<file path="src/logic/guest_irq_defines.svh">
// register offsets, field positions, reset values and counts for the guest interrupt block
`ifndef GUEST_IRQ_DEFINES_SVH
`define GUEST_IRQ_DEFINES_SVH

// byte offsets on the register bus
`define OFS_PRIMARY_CTL   6'h00
`define OFS_INT_CTL       6'h04
`define OFS_GUEST_CAUSE   6'h08
`define OFS_ROOT_CAUSE    6'h0c
`define OFS_ROOT_STATUS   6'h10
`define OFS_GUEST_STATUS  6'h14
`define OFS_GUEST_INTCFG  6'h18
`define OFS_ROOT_COUNT    6'h1c
`define OFS_ROOT_COMPARE  6'h20
`define OFS_GUEST_COUNT   6'h24
`define OFS_GUEST_COMPARE 6'h28
`define OFS_TAKE_STATUS   6'h2c

// field positions
`define LINES             6
`define PEND_W            8
`define LINE_BASE         2
`define PRI_W             6
`define CTL_ROOT_EIC      8
`define CTL_GUEST_EIC     9
`define CTL_GUEST_MODE    10
`define ICTL_HC_LSB       8
`define ICTL_GRPL_LSB     16
`define STAT_IE           8
`define CFG_BEV           0
`define CFG_IV            1
`define CFG_VS_LSB        2
`define CFG_VS_W          5
`define CFG_TLS_LSB       8
`define CFG_CLS_LSB       12
`define CFG_FIELD_W       7

// reset values and the fixed root timer line
`define ROOT_TIMER_LINE   3'h7
`define TLS_RESET         3'h7
`define CLS_RESET         3'h6
`define HC_PRESET         6'h00

`endif

</file>
<file path="src/logic/guest_irq_pkg.sv">
// types shared by the guest interrupt virtualization block
package guest_irq_pkg;

   typedef struct packed {
      logic       guest_mode;
      logic       guest_eic;
      logic       root_eic;
      logic [5:0] pending_passthrough_mask;
   } primary_ctl_s;

   typedef struct packed {
      logic [2:0] counter_line_select;
      logic [2:0] timer_line_select;
      logic [4:0] vector_spacing;
      logic       special_vector_enable;
      logic       boot_vector_select;
   } guest_intcfg_s;

   typedef enum logic [1:0] {
      bus_idle = 2'b00,
      bus_ack  = 2'b01
   } bus_state_e;

endpackage

</file>
<file path="src/logic/guest_irq_virtualization.sv">
// root and guest interrupt routing, virtual injection and timers behind an avalon slave
//
// Design decisions made here: the register offsets and the Avalon-MM interface to the registers.
`include "guest_irq_defines.svh"

// Overview of operation
// - root interrupt evaluation always runs, also in guest mode; guest cannot disable it.
// - root-enabled interrupts taken in root; root-masked guest-enabled ones taken in guest.
// - with both eligible, the root interrupt is taken first.
// - guest pending is OR of passthrough lines, guest sources and root-injected bits.
// - root and guest each have a timer with its own interrupt.
// - root cause writes and direct line assignment work together.
// - non-controller mode: guest timer drives bit chosen by timer line select.
// - guest software interrupts ignore passthrough and, in non-controller mode, use counter line select bit.
// - six external interrupt lines 5..0 shared by both contexts.
// - passthrough bit n routes line n to guest bit n+2, else root bit n+2.
// - guest bit n+2 = (line n and passthrough n) or virtual pending n.
// - root bit n+2 = line n and not (passthrough n or (virtual n and hw-clear n)).
// - with hw-clear n set, line n falling clears virtual pending n.
// - root writing 1 to a virtual bit injects, writing 0 withdraws.
// - virtual and hw-clear support are optional, hw-clear present if writable or preset.
// - without virtual bits a hidden shadow is set by root writes to guest cause, cleared by falls.
// - with virtual bits there is no shadow; guest cause writes to bits 7:2 ignored.
// - guest changes of vector select, vector enable, spacing raise a field-change exception.
module guest_irq_virtualization #(
   parameter bit             virt_present = 1'b1,
   parameter bit             hc_writable  = 1'b1,
   parameter logic [5:0]     hc_preset    = `HC_PRESET
) (
   // clock and reset
   input  wire logic         clk,
   input  wire logic         rstn,
   // avalon-mm slave
   input  wire logic [5:0]   address,
   input  wire logic         read,
   input  wire logic         write,
   input  wire logic [31:0]  writedata,
   input  wire logic [3:0]   byteenable,
   output logic [31:0]       readdata,
   output logic              waitrequest,
   input  wire logic         guest_access,
   // external interrupt pins
   input  wire logic [5:0]   ext_irq_lines,
   // controller-mode priority levels
   input  wire logic [5:0]   root_requested_priority_level,
   input  wire logic [5:0]   guest_requested_priority_level,
   input  wire logic         root_bus_for_guest,
   // results to the core
   output logic [7:0]        root_pending_field,
   output logic [7:0]        guest_pending_field,
   output logic              root_irq_take,
   output logic              guest_irq_take,
   output logic              field_change_exc
);

   // line select decode to a one-hot pending vector
   function automatic logic [7:0] line_onehot(input logic [2:0] sel);
      line_onehot = 8'h01 << sel;
   endfunction

   // byte-enable merge of a write into an old word
   function automatic logic [31:0] be_merge(input logic [31:0] old, input logic [31:0] nw,
                                            input logic [3:0] be);
      logic [31:0] r;
      r = old;
      for (int i = 0; i < 4; i++) begin
         if (be[i]) begin
            r[i*8 +: 8] = nw[i*8 +: 8];
         end
      end
      be_merge = r;
   endfunction

   guest_irq_pkg::bus_state_e    bus_state;
   guest_irq_pkg::primary_ctl_s  ctl;
   guest_irq_pkg::guest_intcfg_s gcfg;
   logic [5:0]  virtual_pending_bits;
   logic [5:0]  hw_clear_enable;
   logic [5:0]  captured_guest_priority_level;
   logic [1:0]  guest_sw_irq;
   logic [1:0]  root_sw_irq;
   logic [7:0]  root_line_mask;
   logic [7:0]  guest_line_mask;
   logic        root_ie;
   logic        guest_ie;
   logic [31:0] root_count;
   logic [31:0] root_compare;
   logic [31:0] guest_count;
   logic [31:0] guest_compare;
   logic        root_timer_irq;
   logic        guest_timer_irq;
   logic [5:0]  line_sync1;
   logic [5:0]  line_sync2;
   logic [5:0]  line_prev;
   logic [5:0]  line_fall;
   logic        wr_now;
   logic        rd_now;
   logic        wr_root;
   logic [31:0] wword;
   logic [31:0] ctl_word;
   logic [31:0] ctl_wr;
   logic [7:0]  next_root_pending;
   logic [7:0]  next_guest_pending;
   logic        root_eligible;
   logic        guest_eligible;
   logic [31:0] next_readdata;
   guest_irq_pkg::guest_intcfg_s next_gcfg;

   // avalon handshake: one wait cycle, answer with waitrequest low for one cycle
   always_ff @(posedge clk or negedge rstn) begin
      if (!rstn) begin
         bus_state   <= guest_irq_pkg::bus_idle;
         waitrequest <= 1'b1;
      end else begin
         case (bus_state)
            guest_irq_pkg::bus_idle: begin
               if (read || write) begin
                  bus_state   <= guest_irq_pkg::bus_ack;
                  waitrequest <= 1'b0;
               end
            end
            guest_irq_pkg::bus_ack: begin
               bus_state   <= guest_irq_pkg::bus_idle;
               waitrequest <= 1'b1;
            end
            default: begin
               bus_state   <= guest_irq_pkg::bus_idle;
               waitrequest <= 1'b1;
            end
         endcase
      end
   end

   assign wr_now  = write && (bus_state == guest_irq_pkg::bus_ack);
   assign rd_now  = read && (bus_state == guest_irq_pkg::bus_idle);
   // guest side may not touch root controls
   assign wr_root = wr_now && !guest_access;

   // pin synchroniser and fall detect behind the second stage
   always_ff @(posedge clk or negedge rstn) begin
      if (!rstn) begin
         line_sync1 <= 6'h00;
         line_sync2 <= 6'h00;
         line_prev  <= 6'h00;
      end else begin
         line_sync1 <= ext_irq_lines;
         line_sync2 <= line_sync1;
         line_prev  <= line_sync2;
      end
   end

   assign line_fall = line_prev & ~line_sync2;

   // primary control as software sees it; bits 7:6 and 31:11 read zero
   assign ctl_word = {21'h0, ctl.guest_mode, ctl.guest_eic, ctl.root_eic, 2'h0, ctl.pending_passthrough_mask};
   assign ctl_wr   = be_merge(ctl_word, writedata, byteenable);

   always_ff @(posedge clk or negedge rstn) begin
      if (!rstn) begin
         ctl <= '0;
      end else if (wr_root && address == `OFS_PRIMARY_CTL) begin
         ctl.guest_mode               <= ctl_wr[`CTL_GUEST_MODE];
         ctl.guest_eic                <= ctl_wr[`CTL_GUEST_EIC];
         ctl.root_eic                 <= ctl_wr[`CTL_ROOT_EIC];
         ctl.pending_passthrough_mask <= ctl_wr[`LINES-1:0];
      end
   end

   // virtual pending bits or, without virtual support, the hidden shadow copy
   always_ff @(posedge clk or negedge rstn) begin
      if (!rstn) begin
         virtual_pending_bits <= 6'h00;
      end else begin
         logic [5:0] v;
         v = virtual_pending_bits;
         if (virt_present) begin
            if (wr_root && address == `OFS_INT_CTL && byteenable[0]) begin
               v = writedata[5:0];
            end
            v = v & ~(line_fall & hw_clear_enable);
         end else begin
            if (wr_root && address == `OFS_GUEST_CAUSE && byteenable[0]) begin
               v = writedata[7:2];
            end
            v = v & ~line_fall;
         end
         virtual_pending_bits <= v;
      end
   end

   // hardware-clear enables, optional and possibly preset
   always_ff @(posedge clk or negedge rstn) begin
      if (!rstn) begin
         hw_clear_enable <= hc_preset;
      end else if (virt_present && hc_writable && wr_root && address == `OFS_INT_CTL && byteenable[1]) begin
         hw_clear_enable <= writedata[`ICTL_HC_LSB +: 6];
      end
   end

   // captured guest priority level: root write or capture from the root bus
   always_ff @(posedge clk or negedge rstn) begin
      if (!rstn) begin
         captured_guest_priority_level <= 6'h00;
      end else if (wr_root && address == `OFS_INT_CTL && byteenable[2]) begin
         captured_guest_priority_level <= writedata[`ICTL_GRPL_LSB +: 6];
      end else if (ctl.root_eic && root_bus_for_guest && root_requested_priority_level != 6'h00) begin
         captured_guest_priority_level <= root_requested_priority_level;
      end
   end

   // software interrupt bits of both contexts
   always_ff @(posedge clk or negedge rstn) begin
      if (!rstn) begin
         guest_sw_irq <= 2'h0;
         root_sw_irq  <= 2'h0;
      end else begin
         if (wr_now && address == `OFS_GUEST_CAUSE && byteenable[0]) begin
            guest_sw_irq <= writedata[1:0];
         end
         if (wr_root && address == `OFS_ROOT_CAUSE && byteenable[0]) begin
            root_sw_irq <= writedata[1:0];
         end
      end
   end

   // status masks and enables
   always_ff @(posedge clk or negedge rstn) begin
      if (!rstn) begin
         root_line_mask  <= 8'h00;
         root_ie         <= 1'b0;
         guest_line_mask <= 8'h00;
         guest_ie        <= 1'b0;
      end else begin
         if (wr_root && address == `OFS_ROOT_STATUS) begin
            if (byteenable[0]) begin
               root_line_mask <= writedata[7:0];
            end
            if (byteenable[1]) begin
               root_ie <= writedata[`STAT_IE];
            end
         end
         if (wr_now && address == `OFS_GUEST_STATUS) begin
            if (byteenable[0]) begin
               guest_line_mask <= writedata[7:0];
            end
            if (byteenable[1]) begin
               guest_ie <= writedata[`STAT_IE];
            end
         end
      end
   end

   // guest interrupt configuration; guest-made changes to bits 6:0 trap to root
   always_comb begin
      wword     = 32'h0;
      next_gcfg = gcfg;
      if (wr_now && address == `OFS_GUEST_INTCFG) begin
         wword     = be_merge({17'h0, gcfg.counter_line_select, 1'b0, gcfg.timer_line_select, 1'b0,
                               gcfg.vector_spacing, gcfg.special_vector_enable, gcfg.boot_vector_select},
                              writedata, byteenable);
         next_gcfg = {wword[`CFG_CLS_LSB +: 3], wword[`CFG_TLS_LSB +: 3], wword[`CFG_FIELD_W-1:0]};
      end
   end

   always_ff @(posedge clk or negedge rstn) begin
      if (!rstn) begin
         gcfg             <= '{counter_line_select: `CLS_RESET, timer_line_select: `TLS_RESET, default: '0};
         field_change_exc <= 1'b0;
      end else begin
         gcfg             <= next_gcfg;
         field_change_exc <= guest_access && wr_now && (next_gcfg[`CFG_FIELD_W-1:0] != gcfg[`CFG_FIELD_W-1:0]);
      end
   end

   // root and guest timers; compare write clears, a hit in that cycle wins
   always_ff @(posedge clk or negedge rstn) begin
      if (!rstn) begin
         root_count     <= 32'h0;
         root_compare   <= 32'hffffffff;
         root_timer_irq <= 1'b0;
      end else begin
         root_count <= (wr_root && address == `OFS_ROOT_COUNT) ?
                       be_merge(root_count, writedata, byteenable) : root_count + 32'h1;
         if (wr_root && address == `OFS_ROOT_COMPARE) begin
            root_compare <= be_merge(root_compare, writedata, byteenable);
         end
         if (root_count == root_compare) begin
            root_timer_irq <= 1'b1;
         end else if (wr_root && address == `OFS_ROOT_COMPARE) begin
            root_timer_irq <= 1'b0;
         end
      end
   end

   always_ff @(posedge clk or negedge rstn) begin
      if (!rstn) begin
         guest_count     <= 32'h0;
         guest_compare   <= 32'hffffffff;
         guest_timer_irq <= 1'b0;
      end else begin
         guest_count <= (wr_now && address == `OFS_GUEST_COUNT) ?
                        be_merge(guest_count, writedata, byteenable) : guest_count + 32'h1;
         if (wr_now && address == `OFS_GUEST_COMPARE) begin
            guest_compare <= be_merge(guest_compare, writedata, byteenable);
         end
         if (guest_count == guest_compare) begin
            guest_timer_irq <= 1'b1;
         end else if (wr_now && address == `OFS_GUEST_COMPARE) begin
            guest_timer_irq <= 1'b0;
         end
      end
   end

   // pending field merge for both contexts
   always_comb begin
      logic [5:0] hc_eff;
      hc_eff             = virt_present ? hw_clear_enable : 6'h00;
      next_root_pending  = {line_sync2 & ~(ctl.pending_passthrough_mask
                                           | (virtual_pending_bits & hc_eff)), root_sw_irq};
      next_guest_pending = {(line_sync2 & ctl.pending_passthrough_mask) | virtual_pending_bits,
                            guest_sw_irq};
      if (root_timer_irq) begin
         next_root_pending = next_root_pending | line_onehot(`ROOT_TIMER_LINE);
      end
      if (!ctl.guest_eic) begin
         if (guest_timer_irq) begin
            next_guest_pending = next_guest_pending | line_onehot(gcfg.timer_line_select);
         end
         if (guest_sw_irq != 2'h0) begin
            next_guest_pending = next_guest_pending | line_onehot(gcfg.counter_line_select);
         end
      end
   end

   // take decision: root always evaluated first and wins
   always_comb begin
      if (ctl.root_eic) begin
         root_eligible = root_ie && root_requested_priority_level != 6'h00;
      end else begin
         root_eligible = root_ie && ((next_root_pending & root_line_mask) != 8'h00);
      end
      if (ctl.guest_eic) begin
         guest_eligible = guest_ie && (guest_requested_priority_level != 6'h00
                                       || captured_guest_priority_level != 6'h00);
      end else begin
         guest_eligible = guest_ie && ((next_guest_pending & guest_line_mask) != 8'h00);
      end
   end

   always_ff @(posedge clk or negedge rstn) begin
      if (!rstn) begin
         root_pending_field  <= 8'h00;
         guest_pending_field <= 8'h00;
         root_irq_take       <= 1'b0;
         guest_irq_take      <= 1'b0;
      end else begin
         root_pending_field  <= next_root_pending;
         guest_pending_field <= next_guest_pending;
         root_irq_take       <= root_eligible;
         guest_irq_take      <= guest_eligible && ctl.guest_mode && !root_eligible;
      end
   end

   // read mux; unmapped offsets read zero
   always_comb begin
      case (address)
         `OFS_PRIMARY_CTL:   next_readdata = ctl_word;
         `OFS_INT_CTL:       next_readdata = virt_present ?
                                             {10'h0, captured_guest_priority_level, 2'h0, hw_clear_enable,
                                              2'h0, virtual_pending_bits} : 32'h0;
         `OFS_GUEST_CAUSE:   next_readdata = {24'h0, guest_pending_field};
         `OFS_ROOT_CAUSE:    next_readdata = {24'h0, root_pending_field};
         `OFS_ROOT_STATUS:   next_readdata = {23'h0, root_ie, root_line_mask};
         `OFS_GUEST_STATUS:  next_readdata = {23'h0, guest_ie, guest_line_mask};
         `OFS_GUEST_INTCFG:  next_readdata = {17'h0, gcfg.counter_line_select, 1'b0, gcfg.timer_line_select,
                                              1'b0, gcfg[`CFG_FIELD_W-1:0]};
         `OFS_ROOT_COUNT:    next_readdata = root_count;
         `OFS_ROOT_COMPARE:  next_readdata = root_compare;
         `OFS_GUEST_COUNT:   next_readdata = guest_count;
         `OFS_GUEST_COMPARE: next_readdata = guest_compare;
         `OFS_TAKE_STATUS:   next_readdata = {28'h0, guest_timer_irq, root_timer_irq, guest_irq_take,
                                              root_irq_take};
         default:            next_readdata = 32'h0;
      endcase
   end

   always_ff @(posedge clk or negedge rstn) begin
      if (!rstn) begin
         readdata <= 32'h0;
      end else if (rd_now) begin
         readdata <= next_readdata;
      end
   end

endmodule

</file>
<file path="config.mk">
export PLATFORM = sky130hd
export DESIGN_NAME = guest_irq_virtualization
export DESIGN_NICKNAME = d
export VERILOG_FILES = /design/src/logic/guest_irq_pkg.sv /design/src/logic/guest_irq_virtualization.sv
export VERILOG_INCLUDE_DIRS = /design/src /design/src/logic
export SDC_FILE = /design/constraint.sdc
export NUM_CORES = 1
export LEC_CHECK = 0
export BUFFER_PORTS_ARGS = -buffer_cell sky130_fd_sc_hd__clkbuf_2
export CORE_ASPECT_RATIO = 0.8
export CORE_MARGIN = 2
export CORE_UTILIZATION = 40
export CTS_CLUSTER_SIZE = 8
export DETAILED_ROUTE_END_ITERATION = 7
export SETUP_SLACK_MARGIN = 0.1
export SKIP_CTS_REPAIR_TIMING = 1
export SYNTH_ARGS = -nofsm -noshare
export SYNTH_HDL_FRONTEND = slang
export SYNTH_SLANG_ARGS = --single-unit
</file>
<file path="constraint.sdc">
create_clock -name clk -period 3.4 [get_ports clk]
set_input_delay 0.34 -clock clk [delete_from_list [all_inputs] [get_ports clk]]
set_output_delay 0.34 -clock clk [all_outputs]
set_load 0.05 [all_outputs]
</file>
* Word-level counts from Yosys, hierarchy flattened
Cells that the tools add are included.
** Storage, ports and cells
- Flip-flop bits (word level) :: 264
- Input port bits :: 66
- Word-level logic and storage cells :: 176
** Cells by class
- $add $sub $neg :: 2
- Equality and inequality tests :: 24
- Shifts and indexed selects :: 2
- Mux-type cells :: 27
- Bitwise operators :: 15
- Reductions and logical operators :: 59
** Operators by type and width (number)
- case mux 32 bit (12 select lines) :: 1
- two-way mux 8 bit :: 9
- adder 32 x 1 -> 32 bit (second input constant) :: 2
- == test 32 bit :: 2
- two-way mux 32 bit :: 2
- AND 6 bit :: 6
- AND reduction 2 bit :: 15
- logical AND 1 bit :: 29
- == test 6 x 5 -> 1 bit (second input constant) :: 4
- == test 6 bit (second input constant) :: 4
- two-way mux 6 bit :: 3
- inequality test 2 bit (second input constant) :: 9
- inverter 6 bit :: 3
- nonzero test 6 bit :: 3
- AND 8 bit :: 2
- bitwise OR 8 bit :: 2
- nonzero test 8 bit :: 2
- left shift 1 x 3 -> 8 bit (first input constant) :: 2
- two-way mux 7 bit :: 2
- == test 6 x 4 -> 1 bit (second input constant) :: 2
- bitwise OR 6 bit :: 2
- two-way mux 1 bit :: 8
- nonzero test 2 bit :: 4
- inequality test 7 bit :: 1
- other kinds (7) :: 10

* Depth between registers and ports, before layout
Gate-level depths: netlist of run 1.
- Word-level depth :: 14
- Gate-level depth with buffers :: 9
- Mapped depth without buffers :: 6

* Least setup slack after synthesis of run 1
No wires, ideal clock.
- Kind :: in2reg
- From :: in address[0]
- To :: reg guest_count[6]
- Setup time :: 0.123 ns
- Arrival time :: 1.903 ns
- Data required time :: 3.277 ns
- Slack :: 1.374 ns
- Stages :: 7
- Buffers on the path :: 3
- Cell sequence :: clkbuf_2 or4b_4 buf_6 nor3_4 buf_6 nand2_2 o221a_2
** On the way
- Cells in the longest elaborated chain, start to end :: 3
** Ends and longest elaborated chain
- start: declaration :: line guest_irq_virtualization.sv:34 : input wire logic [5:0] address,
- == test 6 bit *
- logical AND 1 bit (no source line) *
- inequality test 2 bit (no source line) / two-way mux 32 bit (equally long branches)
- end signal: assignment :: line guest_irq_virtualization.sv:301 : guest_count <= (wr_now && address == `OFS_GUEST_COUNT) ?
- end: declaration :: line guest_irq_virtualization.sv:88 : logic [31:0] guest_count;
Every way passes the cells marked *; elsewhere a longest branch is shown, timed or not.
A chain may end at the register's enable or synchronous reset.

* Worst setup path after layout of run 1
- From :: reg guest_count[0]
- To :: reg guest_count[22]
** On the way
- Cells in the longest elaborated chain, start to end :: 2
** Ends and longest elaborated chain
- adder 32 x 1 -> 32 bit :: line guest_irq_virtualization.sv:302 : be_merge(guest_count, writedata, byteenable) : guest_count + 32'h1;
- two-way mux 32 bit :: line guest_irq_virtualization.sv:301
Every way passes these cells.

==> flow_metrics.tcl, run 1 <==
set metrics [dict create \
    status "completed" \
    crit_type "reg2reg" \
    cts.reportedPaths.clkPinSlew_ns 0.05 \
    maxCapViolCount 0 \
    synthCells 1309 \
    ios 118 \
    synth_seq_cells 263 \
    dr_total_vias 11960 \
    r2r_end "guest_count[22]" \
    avgSynthCellArea_um2 10.53 \
    hold_slack_ns 0.07447 \
    n_fill_cell 3168 \
    rrSetupSlack_ns 0.92 \
    crit_path_end_kind "flip-flop" \
    synth_seq_area_share 0.4837 \
    cts-root-buf "clkbuf_16" \
    hp-class "in2reg" \
    peakVddDrop_mv 0.3730 \
    stdcell_area_mm2 0.01604 \
    grt_max_degree 82 \
    cts_buffers 38 \
    multi_input_area_mm2 0.006681 \
    cp.required_ns 3.84 \
    drc 0 \
    gr-usage-all-layers 0.2774 \
    drt_iter0_drc 1361 \
    cts_buffer_depth 3 \
    grt_pass1_wl_um 74310 \
    start_kind "flip-flop" \
    cp_max_fo 7 \
    die_area_mm2 0.03598 \
    crit_arrival_ns 2.92 \
    yosysWarnings 0 \
    clk-insertion-delay-late_ns 0.56 \
    dpl_cell_area_mm2 0.01485 \
    synth_ff_type "dfrtp_1" \
    place_congestion 0.9517 \
    via_per_inst 6.330 \
    h-tree-depth 2 \
    hold_path_depth 3 \
    core-area_mm2 0.03378 \
    antenna_found_initial 0 \
    syn_area_mm2 0.01379 \
    holdPathEnd "bus_state[0]" \
    syn_nets 1377 \
    leakage_nw 7.012 \
    async_flop_share 1.000 \
    min_period_over_period 0.7282 \
    finalSetupTns_ns 0 \
    finClkSkew_ns 0.03056 \
    io_buffers 117 \
    die_w_um 211.6 \
    clock.fmax_mhz 403.9 \
    hold_viol 0 \
    drv_slew 0 \
    dp_hpwl_um 36070 \
    drive_gt1_frac 0.2747 \
    worstReg2RegStart "guest_count[0]" \
    num_antenna_cells 0 \
    dr.pass1.iters 5 \
    tritoncts "built" \
    grt_pass1_vias 11430 \
    grt-ovfl-total 0 \
    fin_crit_ns 2.476 \
    clock_sinks 263 \
    hp-start "read" \
    ant_nets 0 \
    reg2reg_depth 6 \
    rows 60 \
    start_util 0.4081 \
    setup_viol 0 \
    maxSlewHeadroom 0.2313 \
    synth_cell_types 85 \
    wl_um 49670 \
    powerDensity_mw_per_mm2 534.4 \
    rsz0062_at_grt "no" \
    synth-edff-count 0 \
    nNetsFinal 1494 \
    die_y_um 170.1 \
    seqCellArea_mm2 0.006669 \
    area_delta_synth_final_pct 16.34 \
    wl_per_cell_um 26.28 \
    tightest_slew_ns 1.153 \
]
flip-flops by register name (all words and copies together), names as in the netlist, 9 cells and up:
signal         cells
root_count        32
gcfg              13
root_compare      32
guest_count       32
ctl                9
readdata          32
guest_compare     32
where the power goes:
group | switching (mW) | internal (mW) | total [mW] | leakage (nW)
Sequential | 0.473 | 3.41 | 3.88 | 3.18
Clock | 1.49 | 2.12 | 3.61 | 0.528
Combinational | 0.678 | 0.399 | 1.08 | 3.30
Total | 2.64 | 5.93 | 8.57 | 7.01
critical path, stage by stage, from the launching register on:
cell and delay [ns]:
dfrtp_1 0.59, ha_1 0.30, and3_1 0.33, and4_1 0.44, nand3_1 0.27, o21a_1 0.24
a211oi_1 0.21
through the flow:
step	util	worst slack (ns)	total power, mW	cells
after floorplan	-	1.374	4.407	1309
after global placement	0.4395	0.8297	4.932	1813
after detailed placement	0.4395	0.7775	4.950	1813
after CTS	0.4727	1.034	8.581	1883
after global routing	0.4748	0.8260	8.884	1890
final	0.4748	0.9240	8.572	1890
area by class of cell:
cell class                 instances  share of cell area
inverter                          21            0.004914
sequential                       263              0.4158
tap                              434             0.03385
multi-input combinational        944              0.4165
clock buffer                      67             0.06607
timing repair buffer             158             0.05897
clock inverter                     3            0.003900
cells in the mapped netlist, drive strengths merged, types with 7 or more instances:
cell type	count	area, µm²
a211oi	33	247.7
a21o	26	195.2
a21oi	48	240.2
a221oi	15	131.4
a22o	9	78.83
a22oi	67	503.0
a311oi	15	131.4
a31oi	24	150.1
a32oi	7	61.31
and2	10	62.56
and3	22	137.6
and4	16	140.1
buf	31	181.4
clkbuf	50	190.2
dfrtp	193	4830
dfstp	70	1839
inv	21	78.83
mux2	107	1205
mux2i	17	170.2
nand2	85	321.6
nand2b	12	75.07
nand3	43	240.2
nand4	25	156.4
nor2	88	357.8
nor3	22	136.4
nor4	29	187.7
o21ai	49	245.2
o22ai	13	81.33
xor2	68	595.6
cell families after synthesis:
logic type      synth area share
buf+inv                  0.03267
compound gates            0.1841
simple gates              0.1528
flops                     0.4837
mux                      0.09974
xor+xnor                 0.04510
fa+ha+maj               0.001815
layout by cell type (no fill, tap or decap), drive strengths merged, types with 33 or more instances in the layout:
cell type | netlist | routed
a22oi | 67 | 67
dfrtp | 193 | 193
buf | 31 | 35
mux2 | 107 | 107
xor2 | 68 | 68
a21oi | 48 | 48
clkbuf | 50 | 183
nand2 | 85 | 85
nand3 | 43 | 43
dfstp | 70 | 70
a211oi | 33 | 33
nor2 | 88 | 88
o21ai | 49 | 49
how the worst max path moves through the flow:
stage,startpoint,endpoint,slack (ns),depth (start not counted)
floorplan,address[0],guest_count[6],1.37,7
global placement,address[1],gcfg[12],0.83,5
detailed placement,address[2],gcfg[7],0.78,5
CTS,guest_count[0],guest_count[22],1.03,6
global route,guest_count[0],guest_count[22],0.83,6
finish,guest_count[0],guest_count[22],0.92,6
per-layer routing:
layer,GRT usage,up-vias,part of all wire
li1,-,5212,-
met1,0.4194,5986,0.46
met2,0.3811,660,0.40
met3,0.07806,105,0.11
met4,0.07961,0,0.028
met5,0,-,0
Power figures use the tool's default switching activity.
==> run 2: changes to the inputs <==
==> constraint.sdc (replaced) <==
create_clock -name clk -period 2.4 [get_ports clk]
set_input_delay 0.24 -clock clk [delete_from_list [all_inputs] [get_ports clk]]
set_output_delay 0.24 -clock clk [all_outputs]
set_load 0.05 [all_outputs]
==> run 2 against run 1 <==
The run now ends with hold timing left; sequential power up 39%; global-route usage increased by 0.40 points; final cell count rose by 2.5%; count of clock-buffer cells in the layout is the same; critical endpoint is now guest_count[31]; highest routed layer unchanged.
==> flow_metrics.tcl, run 2 (synthesis gave the netlist of run 1 again) <==
set metrics [dict create \
    status "complete, but fails checks" \
    violations "hold timing" \
    cts_buffer_depth 3 \
    r2r_end "guest_count[31]" \
    layout_common_cells "193 x dfrtp_1, 116 x clkbuf_2, 107 x mux2_2, 84 x nand2_1, 79 x nor2_1" \
    wl_um 50260 \
    cp_max_fo 8 \
    grt_max_degree 64 \
    hp-start "writedata[20]" \
    clock_sinks 263 \
    p_comb_frac 0.145 \
    maxSlewHeadroom 0.4882 \
    hp-class "in2reg" \
    cts.reportedPaths.clkPinSlew_ns 0.06 \
    reg2reg_depth 6 \
    cts-root-buf "clkbuf_16" \
    ios 118 \
    fin_crit_ns 2.154 \
    drt_iter0_drc 1543 \
    dr.pass1.iters 7 \
    final_common_cell "dfrtp_1" \
    crit_path_end_kind "flip-flop" \
    io_buffers 117 \
    rrSetupSlack_ns 0.25 \
    area_delta_synth_final_pct 19.47 \
    crit_arrival_ns 2.59 \
    crit_start "guest_count[2]" \
    antenna_found_initial 2 \
    swShare 0.3042 \
    cts_buffers 38 \
    hold_path_depth 3 \
    rsz0062_at_grt "no" \
    n_fill_cell 3146 \
    drive_gt1_frac 0.2972 \
    via_per_inst 6.259 \
    rows 60 \
    holdPathEnd "captured_guest_priority_level[4]" \
    ant_nets 0 \
    min_period_over_period 0.8974 \
    grt_pass1_wl_um 75270 \
    finClkSkew_ns 0.02452 \
    dr_total_vias 12130 \
    peakVddDrop_mv 0.4625 \
    start_kind "flip-flop" \
    gr-usage-all-layers 0.2814 \
    grt_pass1_vias 11680 \
    start_util 0.4081 \
    setup_viol 0 \
    tritoncts "built" \
    wl_per_cell_um 25.93 \
    hold_viol 1 \
    seqPwrFrac 0.440 \
    tightest_slew_ns 0.7631 \
    drv_slew 0 \
    h-tree-depth 2 \
    clock_power_share 0.414 \
    hold_slack_ns -0.001678 \
    dp_hpwl_um 37300 \
    finalSetupTns_ns 0 \
    drc 0 \
    clock.fmax_mhz 464.3 \
    powerDensity_mw_per_mm2 741.6 \
    die_area_mm2 0.03598 \
    grt-ovfl-total 0 \
    p_int_mw 8.499 \
    die_y_um 170.1 \
    leakage_nw 7.265 \
    crit_type "reg2reg" \
    worstReg2RegStart "guest_count[2]" \
    core-area_mm2 0.03378 \
    dpl.cell_count 1859 \
    p_sw_mw 3.716 \
    maxCapViolCount 0 \
    fin_cells 1938 \
    cp.required_ns 2.83 \
    die_w_um 211.6 \
    clk-insertion-delay-late_ns 0.54 \
    num_antenna_cells 0 \
    nNetsFinal 1542 \
    place_congestion 0.9566 \
]
run 2: critical path, cell delays in order, from the launching register on:
cell and delay [ns]:
dfrtp_1 0.56, and4_1 0.39, nand4_1 0.28, buf_4 0.24
o31ai_1 0.23, a21oi_1 0.10, a311oi_1 0.26
run 2: area by class of cell:
class / count / area, µm² / share of cell area
Inverter: 21 / 78.83 / 0.004786
Multi-Input combinational cell: 944 / 6684 / 0.4058
Clock buffer: 67 / 1060 / 0.06434
Sequential cell: 263 / 6669 / 0.4049
Clock inverter: 3 / 62.56 / 0.003798
Tap cell: 434 / 543.0 / 0.03297
Timing Repair Buffer: 206 / 1374 / 0.08341
run 2: layer usage:
metal / GRT usage / wire, µm
met2: 0.3771 / 20210
met4: 0.08665 / 1258
met5: 0 / 0
met3: 0.08433 / 5539
met1: 0.4278 / 23250
run 2: worst max path at each step:
| stage | end | slack [ns] | depth (start not counted) |
|---|---|---|---|
| 5_1_grt | guest_count[24] | 0.10 | 6 |
| 2_1_floorplan | guest_count[6] | 0.47 | 7 |
| 3_3_place_gp | guest_sw_irq[1] | 0.08 | 6 |
| 3_5_place_dp | guest_sw_irq[0] | 0.10 | 6 |
| 4_1_cts | guest_count[27] | 0.22 | 6 |
| 6_report | guest_count[31] | 0.25 | 6 |
run 2: per-stage QoR:
step | setup WS (ns) | area [µm²] | hold slack, ns | util | total power, mW
after CTS | 0.2192 | 16380 | -0.3859 | 0.4848 | 12.23
after global routing | 0.1033 | 16470 | 0.008363 | 0.4876 | 12.68
after floorplan | 0.4743 | 13790 | -0.05559 | - | 6.243
after global placement | 0.08140 | 15260 | 0.1805 | 0.4516 | 7.103
after detailed placement | 0.1028 | 15260 | 0.1787 | 0.4516 | 7.139
final | 0.2463 | 16470 | -0.001678 | 0.4876 | 12.22
run 2: power by group through the flow:
stage | Clock, mW | Combinational (mW) | Sequential [mW]
finish | 5.06 | 1.78 | 5.38
global route | 5.35 | 1.91 | 5.42
CTS | 5.15 | 1.73 | 5.35
detailed placement | 0 | 1.73 | 5.41
global placement | 0 | 1.70 | 5.41
floorplan | 0 | 1.02 | 5.23
